`config.mk`:
```
export PLATFORM = sky130hd
export DESIGN_NAME = pll_divider_chain
export DESIGN_NICKNAME = d
export VERILOG_FILES = /design/src/pll_pkg.sv /design/src/pll_divider_chain.sv
export SDC_FILE = /design/constraint.sdc
export NUM_CORES = 1
export LEC_CHECK = 0
export BUFFER_PORTS_ARGS = -buffer_cell sky130_fd_sc_hd__buf_4
export CORE_MARGIN = 2
export CORE_UTILIZATION = 54
export CTS_CLUSTER_DIAMETER = 30
export DETAILED_ROUTE_END_ITERATION = 8
export GPL_ROUTABILITY_DRIVEN = 0
export GPL_TIMING_DRIVEN = 1
export PLACE_DENSITY = 0.73
export SETUP_SLACK_MARGIN = 0.15
export SYNTH_ARGS = -nofsm -noshare
export SYNTH_HDL_FRONTEND = slang
export SYNTH_SLANG_ARGS = --single-unit
```
`constraint.sdc`:
```
create_clock -name clock_i -period 2.6 [get_ports clock_i]
set_input_delay 0.13 -clock clock_i [delete_from_list [all_inputs] [get_ports clock_i]]
set_output_delay 0.13 -clock clock_i [all_outputs]
set_load 0.02 [all_outputs]
```
`src/pll_pkg.sv`:
```
// Constants for the synthesiser divider chain, plus the reloading down-counter.
// Assumes every input is synchronous to clock_i; slow inputs are edge-detected.
package pll_pkg;
    localparam int          REF_W        = 11;
    localparam int          MAIN_W       = 10;
    localparam int          SWAL_W       = 7;
    localparam int          SER_BITS     = REF_W + MAIN_W + SWAL_W;
    localparam int          NBITS_W      = 5;
    localparam logic [4:0]  SER_FULL     = 5'h1c;
    // Field positions in the shift register after a full and a short load
    localparam int          FULL_REF_LO  = 0;
    localparam int          FULL_MAIN_LO = REF_W;
    localparam int          FULL_SWAL_LO = REF_W + MAIN_W;
    localparam int          SHORT_MAIN_LO = 0;
    localparam int          SHORT_SWAL_LO = MAIN_W;
    // Latch values before the first load
    localparam logic [REF_W-1:0]  REF_RST  = 11'h003;
    localparam logic [MAIN_W-1:0] MAIN_RST = 10'h008;
    localparam logic [SWAL_W-1:0] SWAL_RST = 7'h00;
    // Fine comparator window, longest time, rounded down to clock cycles
    localparam int          CLK_PERIOD_PS = 4000;
    localparam int          FINE_WIN_PS   = 20000;
    localparam int          ERR_W         = 16;
    localparam logic [ERR_W-1:0] FINE_WIN_CYC =
        ERR_W'((FINE_WIN_PS / CLK_PERIOD_PS) < 1 ? 1 : (FINE_WIN_PS / CLK_PERIOD_PS));
    localparam logic [ERR_W-1:0] ERR_MAX  = 16'hffff;
endpackage

`timescale 1ns/10ps
module ratio_counter #(
    parameter int W = 10
) (
    input  wire logic         clock_i,   // System clock
    input  wire logic         resetn_i,  // Synchronous reset, active low
    input  wire logic         clk_en_i,  // Freezes state when low
    input  wire logic         tick_i,    // One count event
    input  wire logic [W-1:0] ratio_i,   // Latched division ratio
    output logic              term_o     // Pulse on the tick that leaves zero
);
    typedef struct packed {
        logic [W-1:0] cnt;
    } cnt_state_t;

    cnt_state_t st_r;
    cnt_state_t st_nxt;

    assign term_o = tick_i && (st_r.cnt == '0);

    always_comb begin
        st_nxt = st_r;
        if (tick_i) begin
            // new ratio adopted only at zero
            if (st_r.cnt == '0) begin
                st_nxt.cnt = W'(ratio_i - 1'b1);
            end else begin
                st_nxt.cnt = W'(st_r.cnt - 1'b1);
            end
        end
    end

    always_ff @(posedge clock_i) begin
        if (!resetn_i) begin
            st_r <= '0;
        end else if (clk_en_i) begin
            st_r <= st_nxt;
        end
    end
endmodule

```
`src/pll_divider_chain.sv`:
```
// Divider chain, coarse phase detector, ramp timing and serial loader.
// Assumes osc, prescaler and serial pins are synchronous and slower than clock_i.
`timescale 1ns/10ps
module pll_divider_chain (
    input  wire logic clock_i,               // System clock, 250 MHz
    input  wire logic resetn_i,              // Synchronous reset, active low
    input  wire logic clk_en_i,              // Freezes all state when low
    input  wire logic osc_i,                 // Oscillator level
    input  wire logic prescaler_i,           // Prescaler output level
    input  wire logic ser_clk_i,             // Serial clock
    input  wire logic ser_data_i,            // Serial data
    input  wire logic ser_enable_i,          // Serial enable, load on fall
    output logic      modulus_control_n_o,   // Prescaler modulus select
    output logic      coarse_phase_out_o,    // Coarse pin level, high = up
    output logic      coarse_phase_oe_o,     // Coarse pin driven
    output logic      lock_detect_n_o,       // Open drain level, always low
    output logic      lock_detect_n_oe_o,    // Pulls low when locked
    output logic      ramp_run_o,            // Fine ramp running
    output logic      sample_a_o,            // First ramp sample strobe
    output logic      sample_b_o,            // Second ramp sample strobe
    output logic      ref_pulse_o,           // Comparison-rate reference event
    output logic      main_pulse_o           // Comparison-rate main event
);
    import pll_pkg::*;

    typedef struct packed {
        logic                sclk_q;
        logic                en_q;
        logic                osc_q;
        logic                pre_q;
        logic [SER_BITS-1:0] shift;
        logic [NBITS_W-1:0]  nbits;
        logic [REF_W-1:0]    ref_lat;
        logic [MAIN_W-1:0]   main_lat;
        logic [SWAL_W-1:0]   swal_lat;
        logic [SWAL_W-1:0]   swal_cnt;
        logic                half;
        logic                up;
        logic                dn;
        logic [ERR_W-1:0]    err;
        logic                in_win;
        logic                ramp;
        logic                samp_a;
        logic                samp_b;
        logic                ref_p;
        logic                main_p;
    } chain_state_t;

    chain_state_t st_r;
    chain_state_t st_nxt;

    logic osc_tick;
    logic pre_tick;
    logic ref_term;
    logic main_term;
    logic ref_ev;
    logic sclk_fall;
    logic en_fall;
    logic en_rise;

    // Rising edge of a slow level against its previous sample
    function automatic logic rise_of(input logic now_v, input logic was_v);
        rise_of = now_v && !was_v;
    endfunction

    // Falling edge of a slow level against its previous sample
    function automatic logic fall_of(input logic now_v, input logic was_v);
        fall_of = was_v && !now_v;
    endfunction

    // Error pulse short enough to count as inside the fine window
    function automatic logic inside_win(input logic [ERR_W-1:0] width);
        inside_win = (width <= FINE_WIN_CYC);
    endfunction

    // Swallow count used up, modulus back to the short divide
    function automatic logic swal_done(input logic [SWAL_W-1:0] cnt);
        swal_done = (cnt == '0);
    endfunction

    // All three words clocked in, so the reference latch may be replaced
    function automatic logic word_full(input logic [NBITS_W-1:0] n);
        word_full = (n == SER_FULL);
    endfunction

    assign osc_tick  = rise_of(osc_i, st_r.osc_q);
    assign pre_tick  = rise_of(prescaler_i, st_r.pre_q);
    assign sclk_fall = ser_enable_i && st_r.en_q && fall_of(ser_clk_i, st_r.sclk_q);
    assign en_fall   = fall_of(ser_enable_i, st_r.en_q);
    assign en_rise   = rise_of(ser_enable_i, st_r.en_q);
    // fixed divide by two after reference divider
    assign ref_ev    = ref_term && st_r.half;

    ratio_counter #(.W(REF_W)) u_ref_div (
        .clock_i  (clock_i),
        .resetn_i (resetn_i),
        .clk_en_i (clk_en_i),
        .tick_i   (osc_tick),
        .ratio_i  (st_r.ref_lat),
        .term_o   (ref_term)
    );

    ratio_counter #(.W(MAIN_W)) u_main_div (
        .clock_i  (clock_i),
        .resetn_i (resetn_i),
        .clk_en_i (clk_en_i),
        .tick_i   (pre_tick),
        .ratio_i  (st_r.main_lat),
        .term_o   (main_term)
    );

    always_comb begin
        st_nxt        = st_r;
        st_nxt.sclk_q = ser_clk_i;
        st_nxt.en_q   = ser_enable_i;
        st_nxt.osc_q  = osc_i;
        st_nxt.pre_q  = prescaler_i;
        st_nxt.ref_p  = ref_ev;
        st_nxt.main_p = main_term;

        if (ref_term) begin
            st_nxt.half = !st_r.half;
        end

        // swallow counter, reloaded when the main count wraps
        if (main_term) begin
            // swallow adopts its latch only at cycle restart
            st_nxt.swal_cnt = st_r.swal_lat;
        end else if (pre_tick && !swal_done(st_r.swal_cnt)) begin
            st_nxt.swal_cnt = SWAL_W'(st_r.swal_cnt - 1'b1);
        end

        // shift MSB first, count edges up to a full word
        if (en_rise) begin
            st_nxt.nbits = '0;
        end else if (sclk_fall) begin
            st_nxt.shift = {st_r.shift[SER_BITS-2:0], ser_data_i};
            if (!word_full(st_r.nbits)) begin
                st_nxt.nbits = NBITS_W'(st_r.nbits + 1'b1);
            end
        end

        // enable fall transfers the shift register
        if (en_fall) begin
            if (word_full(st_r.nbits)) begin
                st_nxt.ref_lat  = st_r.shift[FULL_REF_LO +: REF_W];
                st_nxt.main_lat = st_r.shift[FULL_MAIN_LO +: MAIN_W];
                st_nxt.swal_lat = st_r.shift[FULL_SWAL_LO +: SWAL_W];
            end else begin
                // short load keeps the reference latch
                st_nxt.main_lat = st_r.shift[SHORT_MAIN_LO +: MAIN_W];
                st_nxt.swal_lat = st_r.shift[SHORT_SWAL_LO +: SWAL_W];
            end
        end

        // Coarse phase/frequency detector
        st_nxt.up = st_r.up || ref_ev;
        st_nxt.dn = st_r.dn || main_term;
        if (st_r.up || st_r.dn) begin
            if (st_r.err != ERR_MAX) begin
                st_nxt.err = ERR_W'(st_r.err + 1'b1);
            end
        end
        if (st_nxt.up && st_nxt.dn) begin
            st_nxt.up  = 1'b0;
            st_nxt.dn  = 1'b0;
            st_nxt.err = '0;
            // window decided by error pulse width
            st_nxt.in_win = inside_win(st_r.err);
        end else if (!inside_win(st_r.err)) begin
            st_nxt.in_win = 1'b0;
        end

        // ramp started by first event, stopped by second
        st_nxt.samp_a = 1'b0;
        st_nxt.samp_b = st_r.samp_a;
        if (ref_ev || main_term) begin
            if (st_r.ramp || (ref_ev && main_term)) begin
                st_nxt.ramp   = 1'b0;
                st_nxt.samp_a = 1'b1;
            end else begin
                st_nxt.ramp = 1'b1;
            end
        end

        // resynchronise detector inputs on load
        // Lock flag is kept; the first wide pulse after a reload clears it
        if (en_fall) begin
            st_nxt.up   = 1'b0;
            st_nxt.dn   = 1'b0;
            st_nxt.err  = '0;
            st_nxt.ramp = 1'b0;
        end
    end

    always_ff @(posedge clock_i) begin
        if (!resetn_i) begin
            st_r          <= '0;
            st_r.en_q     <= 1'b0;
            st_r.ref_lat  <= REF_RST;
            st_r.main_lat <= MAIN_RST;
            st_r.swal_lat <= SWAL_RST;
        end else if (clk_en_i) begin
            st_r <= st_nxt;
        end
    end

    // low while swallow runs, high until main count ends
    assign modulus_control_n_o = swal_done(st_r.swal_cnt);
    assign coarse_phase_out_o  = st_r.up;
    assign coarse_phase_oe_o   = !st_r.in_win;
    // lock pulled low as coarse output releases
    assign lock_detect_n_o     = 1'b0;
    assign lock_detect_n_oe_o  = st_r.in_win;
    assign ramp_run_o          = st_r.ramp;
    assign sample_a_o          = st_r.samp_a;
    assign sample_b_o          = st_r.samp_b;
    assign ref_pulse_o         = st_r.ref_p;
    assign main_pulse_o        = st_r.main_p;
endmodule

```
==> results.sh, run 1 <==
export IMPL_status="finished clean"
export IMPL_grt_pass1_vias=5063
export IMPL_leakagePower_nw=2.32
export IMPL_cts_made_buffers=17
export IMPL_r2r_slack_ps=190
export IMPL_ys_flop_type="dfxtp_1"
export IMPL_cts_sinks=118
export IMPL_max_freq_ghz=0.414
export IMPL_ys_ff_latch=118
export IMPL_rsz0062_at_grt="true"
export IMPL_ys_seq_area_share_pct=41.1
export IMPL_finalWirelength_mm=14.7
export IMPL_grt_pass1_wl_mm=24.0
export IMPL_area_growth_pct=18.4
export IMPL_vdd_drop_max_uv=607
export IMPL_synth_edf_count=0
export IMPL_die_area_um2=11500
export IMPL_setup_violations=0
export IMPL_fill_cells=853
export IMPL_worstSetupStartpointType="flop"
export IMPL_maxSlewViolCount=0
export IMPL_wl_per_cell_um=16.2
export IMPL_layout_nets=774
export IMPL_antenna_left=0
export IMPL_fin_crit_ps=2410
export IMPL_fin_tns_setup_ps=0
export IMPL_period_share_pct=92.9
export IMPL_synth_distinct_cells=74
export IMPL_critPathKind="flop to flop"
export IMPL_grt_use_total_pct=26.2
export IMPL_hold_path_class="primary input to flop"
export IMPL_syn_avg_cell_area_um2=7.77
export IMPL_h_tree_depth=4
export IMPL_synth_nets=757
export IMPL_first_pass_iters=5
export IMPL_clk_path_buf_depth=2
export IMPL_netlist_area_um2=5750
export IMPL_relSlewSlack_pct=58.1
export IMPL_worst_slew_pin_slew_ps=627
export IMPL_antenna_found_initial=0
export IMPL_drcViolationCount=0
export IMPL_cts_root_buf="clkbuf_8"
export IMPL_antenna_cells=0
export IMPL_port_buffers=16
export IMPL_syn_inst=740
export IMPL_yosysWarnings=0
export IMPL_grt_ovfl_total=0
export IMPL_ff2ff_path_depth=7
export IMPL_endpoint_kind="flop"
export IMPL_maxCapViolCount=0
export IMPL_rows=37
export IMPL_powerDensity_nw_per_um2=895
export IMPL_hp_start="prescaler_i"
export IMPL_hpwl_mm=9.54
export IMPL_multi_input_area_um2=3240
export IMPL_die_y_um=107
export IMPL_hold_end="st_r[93]"
export IMPL_finalClockSkew_ps=5.47
export IMPL_ios=18
export IMPL_cp_data_arrival_time_ps=2810
export IMPL_vias=5537
export IMPL_r2r_end="st_r[20]"
export IMPL_core_area_um2=10300
export IMPL_path_clk_slew_ps=60
export IMPL_drtIter0Drc=580
export IMPL_finalHoldViolCount=0
export IMPL_start_util_pct=55.7
export IMPL_clk_latency_ps=530
export IMPL_cts_tree="yes"
export IMPL_synth_async_reset_ratio_pct=0
export IMPL_regArea_um2=2370
export IMPL_viasPerCell=6.11
export IMPL_cp_required_ps=3000
export IMPL_r2r_start="u_ref_div.st_r[2]"
export IMPL_hold_depth=4
export IMPL_grt_max_degree=47
export IMPL_drive_above_1_share_pct=13.9
export IMPL_die_x_um=107
export IMPL_power_w=0.00609
export IMPL_cp_max_fo=10
[per-stage QoR]
step	cell area (um2)	std cells	worst slack (ps)	hold WS (ps)	utilization [%]
5_1_grt	6810	906	108	417	66.0
3_5_place_dp	6040	864	149	392	58.5
3_3_place_gp	6040	864	255	370	58.5
6_report	6810	906	185	399	66.0
2_1_floorplan	5790	740	167	266	-
4_1_cts	6730	903	160	389	65.2
[sequential cells by signal, summed over array words and instances, names as in the netlist]
register,flops
coarse_phase_out_o,1
ramp_run_o,1
sample_b_o,1
u_ref_div.st_r,11
ref_pulse_o,1
st_r,90
lock_detect_n_oe_o,1
main_pulse_o,1
sample_a_o,1
u_main_div.st_r,10
[worst max-delay path, cell delays in order, from the launching register on]
cell	delay, ps
dfxtp_1	350
or4_4	590
buf_4	170
nor4_4	350
o32a_2	350
a31oi_1	100
o211ai_1	250
o21ai_1	120
[logic make-up (layout without fill, tap and decap cells)]
| logic type | Yosys count | count (layout) | share of synthesized area (%) |
|---|---|---|---|
| other | 1 | 1 | 0.0652 |
| xor gates and xnor gates | 10 | 10 | 1.52 |
| AOI/OAI and AO/OA | 194 | 194 | 22.1 |
| DFF | 118 | 118 | 41.1 |
| adders and majority gates | 10 | 10 | 2.13 |
| buffers and inverters | 59 | 89 | 4.11 |
| muxes | 11 | 11 | 1.94 |
| and+or+nand+nor | 337 | 337 | 27.1 |
[cell usage in the layout (no fill, tap or decap), types with 12 or more instances in the layout]
cell / synthesis / routed
nor2_1: 66 / 66
a311oi_1: 17 / 17
nand4_1: 12 / 12
nand2_1: 160 / 159
clkbuf_16: 0 / 16
buf_4: 1 / 37
nor3_1: 28 / 22
o21ai_0: 22 / 22
nand3_1: 18 / 18
dfxtp_1: 118 / 110
a21oi_1: 68 / 66
o21ai_1: 12 / 12
[worst max path at each step]
stage / slack (ps) / start / endpoint
2_1_floorplan: 170 / u_main_div.st_r[6] / u_main_div.st_r[6]
3_3_place_gp: 250 / u_ref_div.st_r[0] / u_ref_div.st_r[8]
5_1_grt: 110 / u_ref_div.st_r[8] / u_ref_div.st_r[8]
6_report: 190 / u_ref_div.st_r[2] / st_r[20]
4_1_cts: 160 / u_main_div.st_r[6] / u_main_div.st_r[8]
3_5_place_dp: 150 / u_main_div.st_r[6] / u_main_div.st_r[8]
[routing by layer]
layer  global-route usage [%]  routed length, um
met1                     34.3               6670
met5                        0                  0
met3                     6.44                990
met2                     41.8               6830
met4                     9.74                189
[what timing repair did]
action,in CTS,in global routing
setup endpoints to repair,2,10
pin swaps,0,6
gates resized for setup,1,18
hold buffers,7,0
hold endpoints to repair,9,0
setup buffers,0,3
[Yosys cell counts, drive strengths merged (3+ instances only)]
cell type,count,share of area [%]
o31ai,5,0.65
inv,11,0.72
dfxtp,118,41
nor2,67,4.4
and2,4,0.43
or2,5,0.54
buf,8,0.78
a21oi,68,5.9
a22oi,4,0.52
a311oi,17,2.6
a21boi,3,0.39
nor3,28,2.4
a31oi,11,1.2
or3,6,0.65
clkbuf,39,2.5
o41ai,4,0.61
nand3b,3,0.39
ha,9,2.0
mux2i,10,1.7
nand4,12,1.3
nor3b,5,0.65
o21ai,34,3.0
nand2,161,11
nand3,18,1.6
a211oi,11,1.5
o22ai,3,0.33
o21a,5,0.65
xor2,8,1.2
or4,3,0.52
nor4b,3,0.57
nor4,9,1.5
o211ai,5,0.65
a221oi,3,0.46
and3,4,0.43
nor2b,3,0.33
[where the power goes]
part	switching (W)	leakage, nW	internal (W)
logic	0.000935	1.07	0.000707
clock network	0.000836	0.290	0.00158
registers	0.000125	0.959	0.00192
total	0.00190	2.32	0.00420
[final cells by class]
class	count	share of cell area, %
Sequential cell	118	34.9
Multi-Input combinational cell	563	47.6
Clock buffer	19	6.34
Inverter	12	0.662
Clock inverter	13	2.63
Tap cell	136	2.50
Timing Repair Buffer	45	5.40
(Power assumes the default switching activity.)
==> inputs of run 2 (changes only) <==
--- a/config.mk
+++ b/config.mk
@@ -7,12 +7,12 @@
 export LEC_CHECK = 0
 export BUFFER_PORTS_ARGS = -buffer_cell sky130_fd_sc_hd__buf_4
 export CORE_MARGIN = 2
-export CORE_UTILIZATION = 54
+export CORE_UTILIZATION = 35
 export CTS_CLUSTER_DIAMETER = 30
 export DETAILED_ROUTE_END_ITERATION = 8
 export GPL_ROUTABILITY_DRIVEN = 0
 export GPL_TIMING_DRIVEN = 1
-export PLACE_DENSITY = 0.73
+export MAX_ROUTING_LAYER = met4
 export SETUP_SLACK_MARGIN = 0.15
 export SYNTH_ARGS = -nofsm -noshare
 export SYNTH_HDL_FRONTEND = slang
==> run 2 against run 1 <==
  * Setup slack better by 70 ps
  * First-iteration DRC count shrank 31%
  * Clock power increased by 3%
  * Clock skew up 4.5 ps
  * Worst hold slack worse by 320 ps
  * Maximum frequency up 3.0%
  * Global-route usage decreased by 9.0 points
==> results.sh, run 2 (synthesized netlist as in run 1, its figures left out) <==
export IMPL_status="finished clean"
export IMPL_relSlewSlack_pct=41.3
export IMPL_endpoint_kind="flop"
export IMPL_regMostFlops="st_r"
export IMPL_die_area_um2=17500
export IMPL_drtIter0Drc=401
export IMPL_rsz0062_at_grt="false"
export IMPL_h_tree_depth=4
export IMPL_antenna_found_initial=0
export IMPL_hpwl_mm=9.54
export IMPL_vdd_drop_max_uv=526
export IMPL_core_area_um2=16000
export IMPL_setup_violations=0
export IMPL_clk_path_buf_depth=2
export IMPL_cts_root_buf="clkbuf_16"
export IMPL_wl_per_cell_um=14.9
export IMPL_antenna_left=0
export IMPL_cts_sinks=118
export IMPL_area_growth_pct=19.1
export IMPL_final_area_um2=6850
export IMPL_grt_ovfl_total=0
export IMPL_fin_util_pct=42.8
export IMPL_max_freq_ghz=0.427
export IMPL_cp_data_arrival_time_ps=2660
export IMPL_cp_required_ps=2910
export IMPL_fin_crit_ps=2340
export IMPL_worstPathCellList="or4_4, nor4_4, o32ai_2, nand2_2, nor3_1, o221a_1"
export IMPL_final_common_cell="nand2_1"
export IMPL_grt_max_degree=80
export IMPL_finalWirelength_mm=14.6
export IMPL_crit_slowest_cell="or4_4"
export IMPL_clk_latency_ps=420
export IMPL_finalHoldViolCount=0
export IMPL_largestRegisters="st_r (90), u_ref_div.st_r (11), u_main_div.st_r (10)"
export IMPL_rows=46
export IMPL_path_clk_slew_ps=60
export IMPL_fin_tns_setup_ps=0
export IMPL_grt_pass1_wl_mm=24.0
export IMPL_r2r_slack_ps=260
export IMPL_die_x_um=132
export IMPL_cts_made_buffers=17
export IMPL_grt_pass1_vias=4783
export IMPL_port_buffers=16
export IMPL_maxCapViolCount=0
export IMPL_first_pass_iters=4
export IMPL_vias=5297
export IMPL_cp_slowest_stage_delay_ps=610
export IMPL_period_share_pct=90.2
export IMPL_cp_max_fo=8
export IMPL_start_util_pct=36.0
export IMPL_layout_nets=768
export IMPL_critPathKind="flop to flop"
export IMPL_antenna_cells=0
export IMPL_drive_above_1_share_pct=12.6
export IMPL_hold_path_class="primary input to flop"
export IMPL_finalClockSkew_ps=10.0
export IMPL_worstSetupStartpointType="flop"
export IMPL_post_cts_buffers=0
export IMPL_powerDensity_nw_per_um2=884
export IMPL_die_y_um=132
export IMPL_maxSlewViolCount=0
export IMPL_grt_use_total_pct=17.2
export IMPL_largest_reg_flops=90
export IMPL_cts_tree="yes"
export IMPL_leakagePower_nw=2.30
export IMPL_drcViolationCount=0
export IMPL_placed_area_um2=6140
export IMPL_ios=18
export IMPL_worst_slew_pin_slew_ps=877
export IMPL_viasPerCell=5.41
export IMPL_whs_ps=84.2
export IMPL_final_cell_mix="160 x nand2_1, 114 x dfxtp_1, 67 x a21oi_1, 66 x nor2_1, 34 x buf_4"
==> run 2: timing repair <==
action,CTS,global route
gates resized for setup,0,11
hold buffers,4,0
hold endpoints to repair,4,0
setup endpoints to repair,0,5
==> run 2: final cells by class <==
cell class / count / area, um2
Inverter: 12 / 45.0
Fill cell: 1657 / 9150
Clock buffer: 20 / 447
Clock inverter: 12 / 176
Multi-Input combinational cell: 563 / 3230
Timing Repair Buffer: 39 / 315
Sequential cell: 118 / 2370
Tap cell: 216 / 270
==> run 2: final timing paths <==
kind | endpoint | from | depth (start not counted)
max | st_r[14] | u_ref_div.st_r[10] | 6
min | st_r[50] | resetn_i | 2
max reg2reg | st_r[14] | u_ref_div.st_r[10] | 6
min reg2reg | st_r[92] | st_r[92] | 2
==> run 2: layer usage <==
layer  vias up  GRT usage (%)  wire length [um]
met1      2490           24.0              7460
met5         -              -                 0
met3        19           3.96               615
met4         0           5.14               192
li1       2676              -                 -
met2       112           24.7              6350
==> run 2: worst max-delay path: cells and delay by family (launching register included) <==
kind | cells | cell delay (ps)
simple gates | 4 | 1420
compound gates | 2 | 490
flops | 1 | 330
==> run 2: stage by stage <==
step / worst slack (ps) / total power [W] / std cells
after floorplan: 167 / 0.00320 / 740
after global placement: 266 / 0.00351 / 944
after detailed placement: 200 / 0.00349 / 944
after CTS: 186 / 0.00599 / 980
after global routing: 127 / 0.00635 / 980
final: 255 / 0.00605 / 980
==> run 2: power breakdown <==
part           internal (W)  total [W]  leakage [nW]  switching, W
clock               0.00163    0.00249         0.300      0.000862
combinational      0.000634    0.00152          1.04      0.000891
sequential          0.00192    0.00204         0.957      0.000124
total               0.00418    0.00605          2.30       0.00188
==> inputs of run 3 (changes only) <==
--- a/config.mk
+++ b/config.mk
@@ -5,6 +5,7 @@
 export SDC_FILE = /design/constraint.sdc
 export NUM_CORES = 1
 export LEC_CHECK = 0
+export ABC_AREA = 1
 export BUFFER_PORTS_ARGS = -buffer_cell sky130_fd_sc_hd__buf_4
 export CORE_MARGIN = 2
 export CORE_UTILIZATION = 35
==> constraint.sdc (replaced) <==
create_clock -name clock_i -period 3.05 [get_ports clock_i]
set_input_delay 0.1525 -clock clock_i [delete_from_list [all_inputs] [get_ports clock_i]]
set_output_delay 0.1525 -clock clock_i [all_outputs]
set_load 0.02 [all_outputs]
==> run 3 against run 2 <==
  * Total power decreased by 31%
  * Worst hold slack lost 49 ps
  * Die area increased by 1.6%
  * Critical path type unchanged
  * Sequential power down 20%
  * Largest power group unchanged
  * Largest cell class unchanged
==> results.sh, run 3 <==
export IMPL_status="finished clean"
export IMPL_yosysWarnings=0
export IMPL_worstPathCellList="nor2_1, nand3_1, nor2_1, nand2_1, nand2_1, nand2_4, o21ai_4, nand2_4, clkinv_2, nand2_1, a21oi_1"
export IMPL_multi_input_area_um2=2910
export IMPL_syn_inst=858
export IMPL_finalClockSkew_ps=9.36
export IMPL_drcViolationCount=0
export IMPL_ys_ff_latch=118
export IMPL_port_buffers=16
export IMPL_cp_data_arrival_time_ps=2450
export IMPL_power_frac_comb_pct=14.8
export IMPL_p_clk_share_pct=46.1
export IMPL_hpwl_mm=9.87
export IMPL_layout_nets=888
export IMPL_ys_flop_type="dfxtp_1"
export IMPL_crit_path_start="u_main_div.st_r[1]"
export IMPL_cp_max_fo=19
export IMPL_maxSlewViolCount=0
export IMPL_final_cell_mix="147 x nand2_1, 132 x nor2_1, 118 x dfxtp_1, 106 x inv_1, 86 x a21oi_1"
export IMPL_yosysTopAreaCell="dfxtp_1"
export IMPL_core_area_um2=16500
export IMPL_antenna_cells=0
export IMPL_ios=18
export IMPL_seq_power_share_pct=39.1
export IMPL_area_growth_pct=15.2
export IMPL_synth_most_common_cell="nand2_1"
export IMPL_crit_end="st_r[17]"
export IMPL_cp_required_ps=3400
export IMPL_cp_slowest_stage_delay_ps=320
export IMPL_antenna_left=0
export IMPL_fin_tns_setup_ps=0
export IMPL_intPower_w=0.00299
export IMPL_period_share_pct=69.0
export IMPL_hold_path_class="primary input to flop"
export IMPL_largest_reg_flops=90
export IMPL_regArea_um2=2360
export IMPL_switchingPower_w=0.00119
export IMPL_relSlewSlack_pct=53.6
export IMPL_synth_distinct_cells=40
export IMPL_synth_edf_count=0
export IMPL_r2r_end="st_r[17]"
export IMPL_largestRegisters="st_r (90), u_ref_div.st_r (11), u_main_div.st_r (10)"
export IMPL_r2r_slack_ps=940
export IMPL_ff2ff_path_depth=11
export IMPL_leakagePower_nw=2.77
export IMPL_clk_path_buf_depth=2
export IMPL_r2r_start="u_main_div.st_r[1]"
export IMPL_cts_root_buf="clkbuf_16"
export IMPL_finalWirelength_mm=14.2
export IMPL_synth_async_reset_ratio_pct=0
export IMPL_endpoint_kind="flop"
export IMPL_synth_top_area_share_pct=40.4
export IMPL_powerDensity_nw_per_um2=620
export IMPL_cts_made_buffers=17
export IMPL_worstSetupStartpointType="flop"
export IMPL_clk_latency_ps=430
export IMPL_grt_max_degree=55
export IMPL_h_tree_depth=4
export IMPL_max_freq_ghz=0.475
export IMPL_cts_sinks=118
export IMPL_path_clk_slew_ps=60
export IMPL_drtIter0Drc=430
export IMPL_syn_avg_cell_area_um2=6.82
export IMPL_regMostFlops="st_r"
export IMPL_rows=47
export IMPL_fin_crit_ps=2110
export IMPL_setup_violations=0
export IMPL_grt_use_total_pct=17.4
export IMPL_synthTopCellsByCount="147 x nand2_1, 132 x nor2_1, 118 x dfxtp_1"
export IMPL_synth_nets=875
export IMPL_rsz0062_at_grt="false"
export IMPL_cts_hold_buf=1
export IMPL_fill_cells=1770
export IMPL_power_w=0.00418
export IMPL_cts_tree="yes"
export IMPL_synthTopCellsByArea="dfxtp_1 40%, nand2_1 9.4%, nor2_1 8.5%"
export IMPL_netlist_area_um2=5850
export IMPL_vias=5395
export IMPL_crit_slowest_cell="dfxtp_1"
export IMPL_grt_pass1_vias=4918
export IMPL_finalHoldViolCount=0
export IMPL_grt_ovfl_total=0
export IMPL_first_pass_iters=5
export IMPL_antenna_found_initial=0
export IMPL_drive_above_1_share_pct=9.29
export IMPL_die_y_um=133
export IMPL_vdd_drop_max_uv=400
export IMPL_viasPerCell=4.89
export IMPL_grt_pass1_wl_mm=24.2
export IMPL_ys_seq_area_share_pct=40.4
export IMPL_p_sw_share_pct=28.4
export IMPL_maxCapViolCount=0
export IMPL_die_area_um2=17800
export IMPL_cp_common_cell="nand2_1"
export IMPL_post_cts_buffers=0
export IMPL_ctsResizeCount=0
export IMPL_start_util_pct=35.5
export IMPL_final_common_cell="nand2_1"
export IMPL_die_x_um=133
export IMPL_worst_slew_pin_slew_ps=695
export IMPL_critPathKind="flop to flop"
export IMPL_wl_per_cell_um=12.9
export IMPL_hp_start="ser_clk_i"
## run 3: changes by cell type after synthesis, sizes merged, moves of 18 or more
cell | previous run | this run
a21oi | 68 | 86
clkbuf | 39 | 20
inv | 11 | 112
nand3 | 18 | 38
nor2 | 67 | 140
o21ai | 34 | 89
## run 3: cells by family (layout without fill, tap and decap cells)
family                   Yosys count  after routing  share of synthesized area (%)
AO/OA/AOI/OAI                    201            201                           18.6
buffers and inverters            145            170                           9.80
adder cells (fa/ha/maj)            9              9                           1.93
XOR/XNOR                           9              9                           1.35
flip-flops                       118            118                           40.4
AND/OR/NAND/NOR                  375            375                           27.9
other                              1              1                         0.0641
## run 3: routing by layer
metal	global-route usage, %	share of wire (%)
met3	3.69	3.5
met2	26.8	45
met5	-	0
met4	6.44	1.7
met1	22.5	50
## run 3: per-stage QoR
stage               hold WS [ps]  utilization [%]  worst slack, ps  cell area, um2  instances
floorplan                    316                -             1320            5850        858
global placement             422             37.4             1020            6160       1071
detailed placement           424             37.4              990            6160       1071
CTS                         18.4             40.9              958            6740       1103
global route                51.1             40.9              682            6740       1103
finish                      35.5             40.9              945            6740       1103
## run 3: worst max-delay path, delay by kind of cell (launching register included)
kind | cells | cell delay [ps]
AO/OA/AOI/OAI | 2 | 260
flip-flops | 1 | 320
buffers and inverters | 1 | 150
AND/OR/NAND/NOR | 8 | 1300
## run 3: worst min-delay path by stage
stage / end / cells after the start / slack, ps
after floorplan: st_r[94] / 2 / 320
after global placement: st_r[65] / 3 / 420
after detailed placement: st_r[65] / 3 / 420
after CTS: st_r[96] / 3 / 20
after global routing: st_r[96] / 3 / 50
final: st_r[96] / 3 / 40
## run 3: area by class of cell
class | instances | area share, %
Clock buffer | 18 | 6.37
Clock inverter | 13 | 1.99
Inverter | 113 | 6.31
Multi-Input combinational cell | 595 | 43.2
Sequential cell | 118 | 35.1
Tap cell | 220 | 4.09
Timing Repair Buffer | 26 | 2.93
## run 3: power groups by stage
stage | clock [W] | combinational, W | sequential [W]
after floorplan | 0 | 0.000473 | 0.00166
after global placement | 0 | 0.000608 | 0.00167
after detailed placement | 0 | 0.000610 | 0.00167
after CTS | 0.00195 | 0.000615 | 0.00163
after global routing | 0.00203 | 0.000712 | 0.00164
final | 0.00192 | 0.000617 | 0.00163
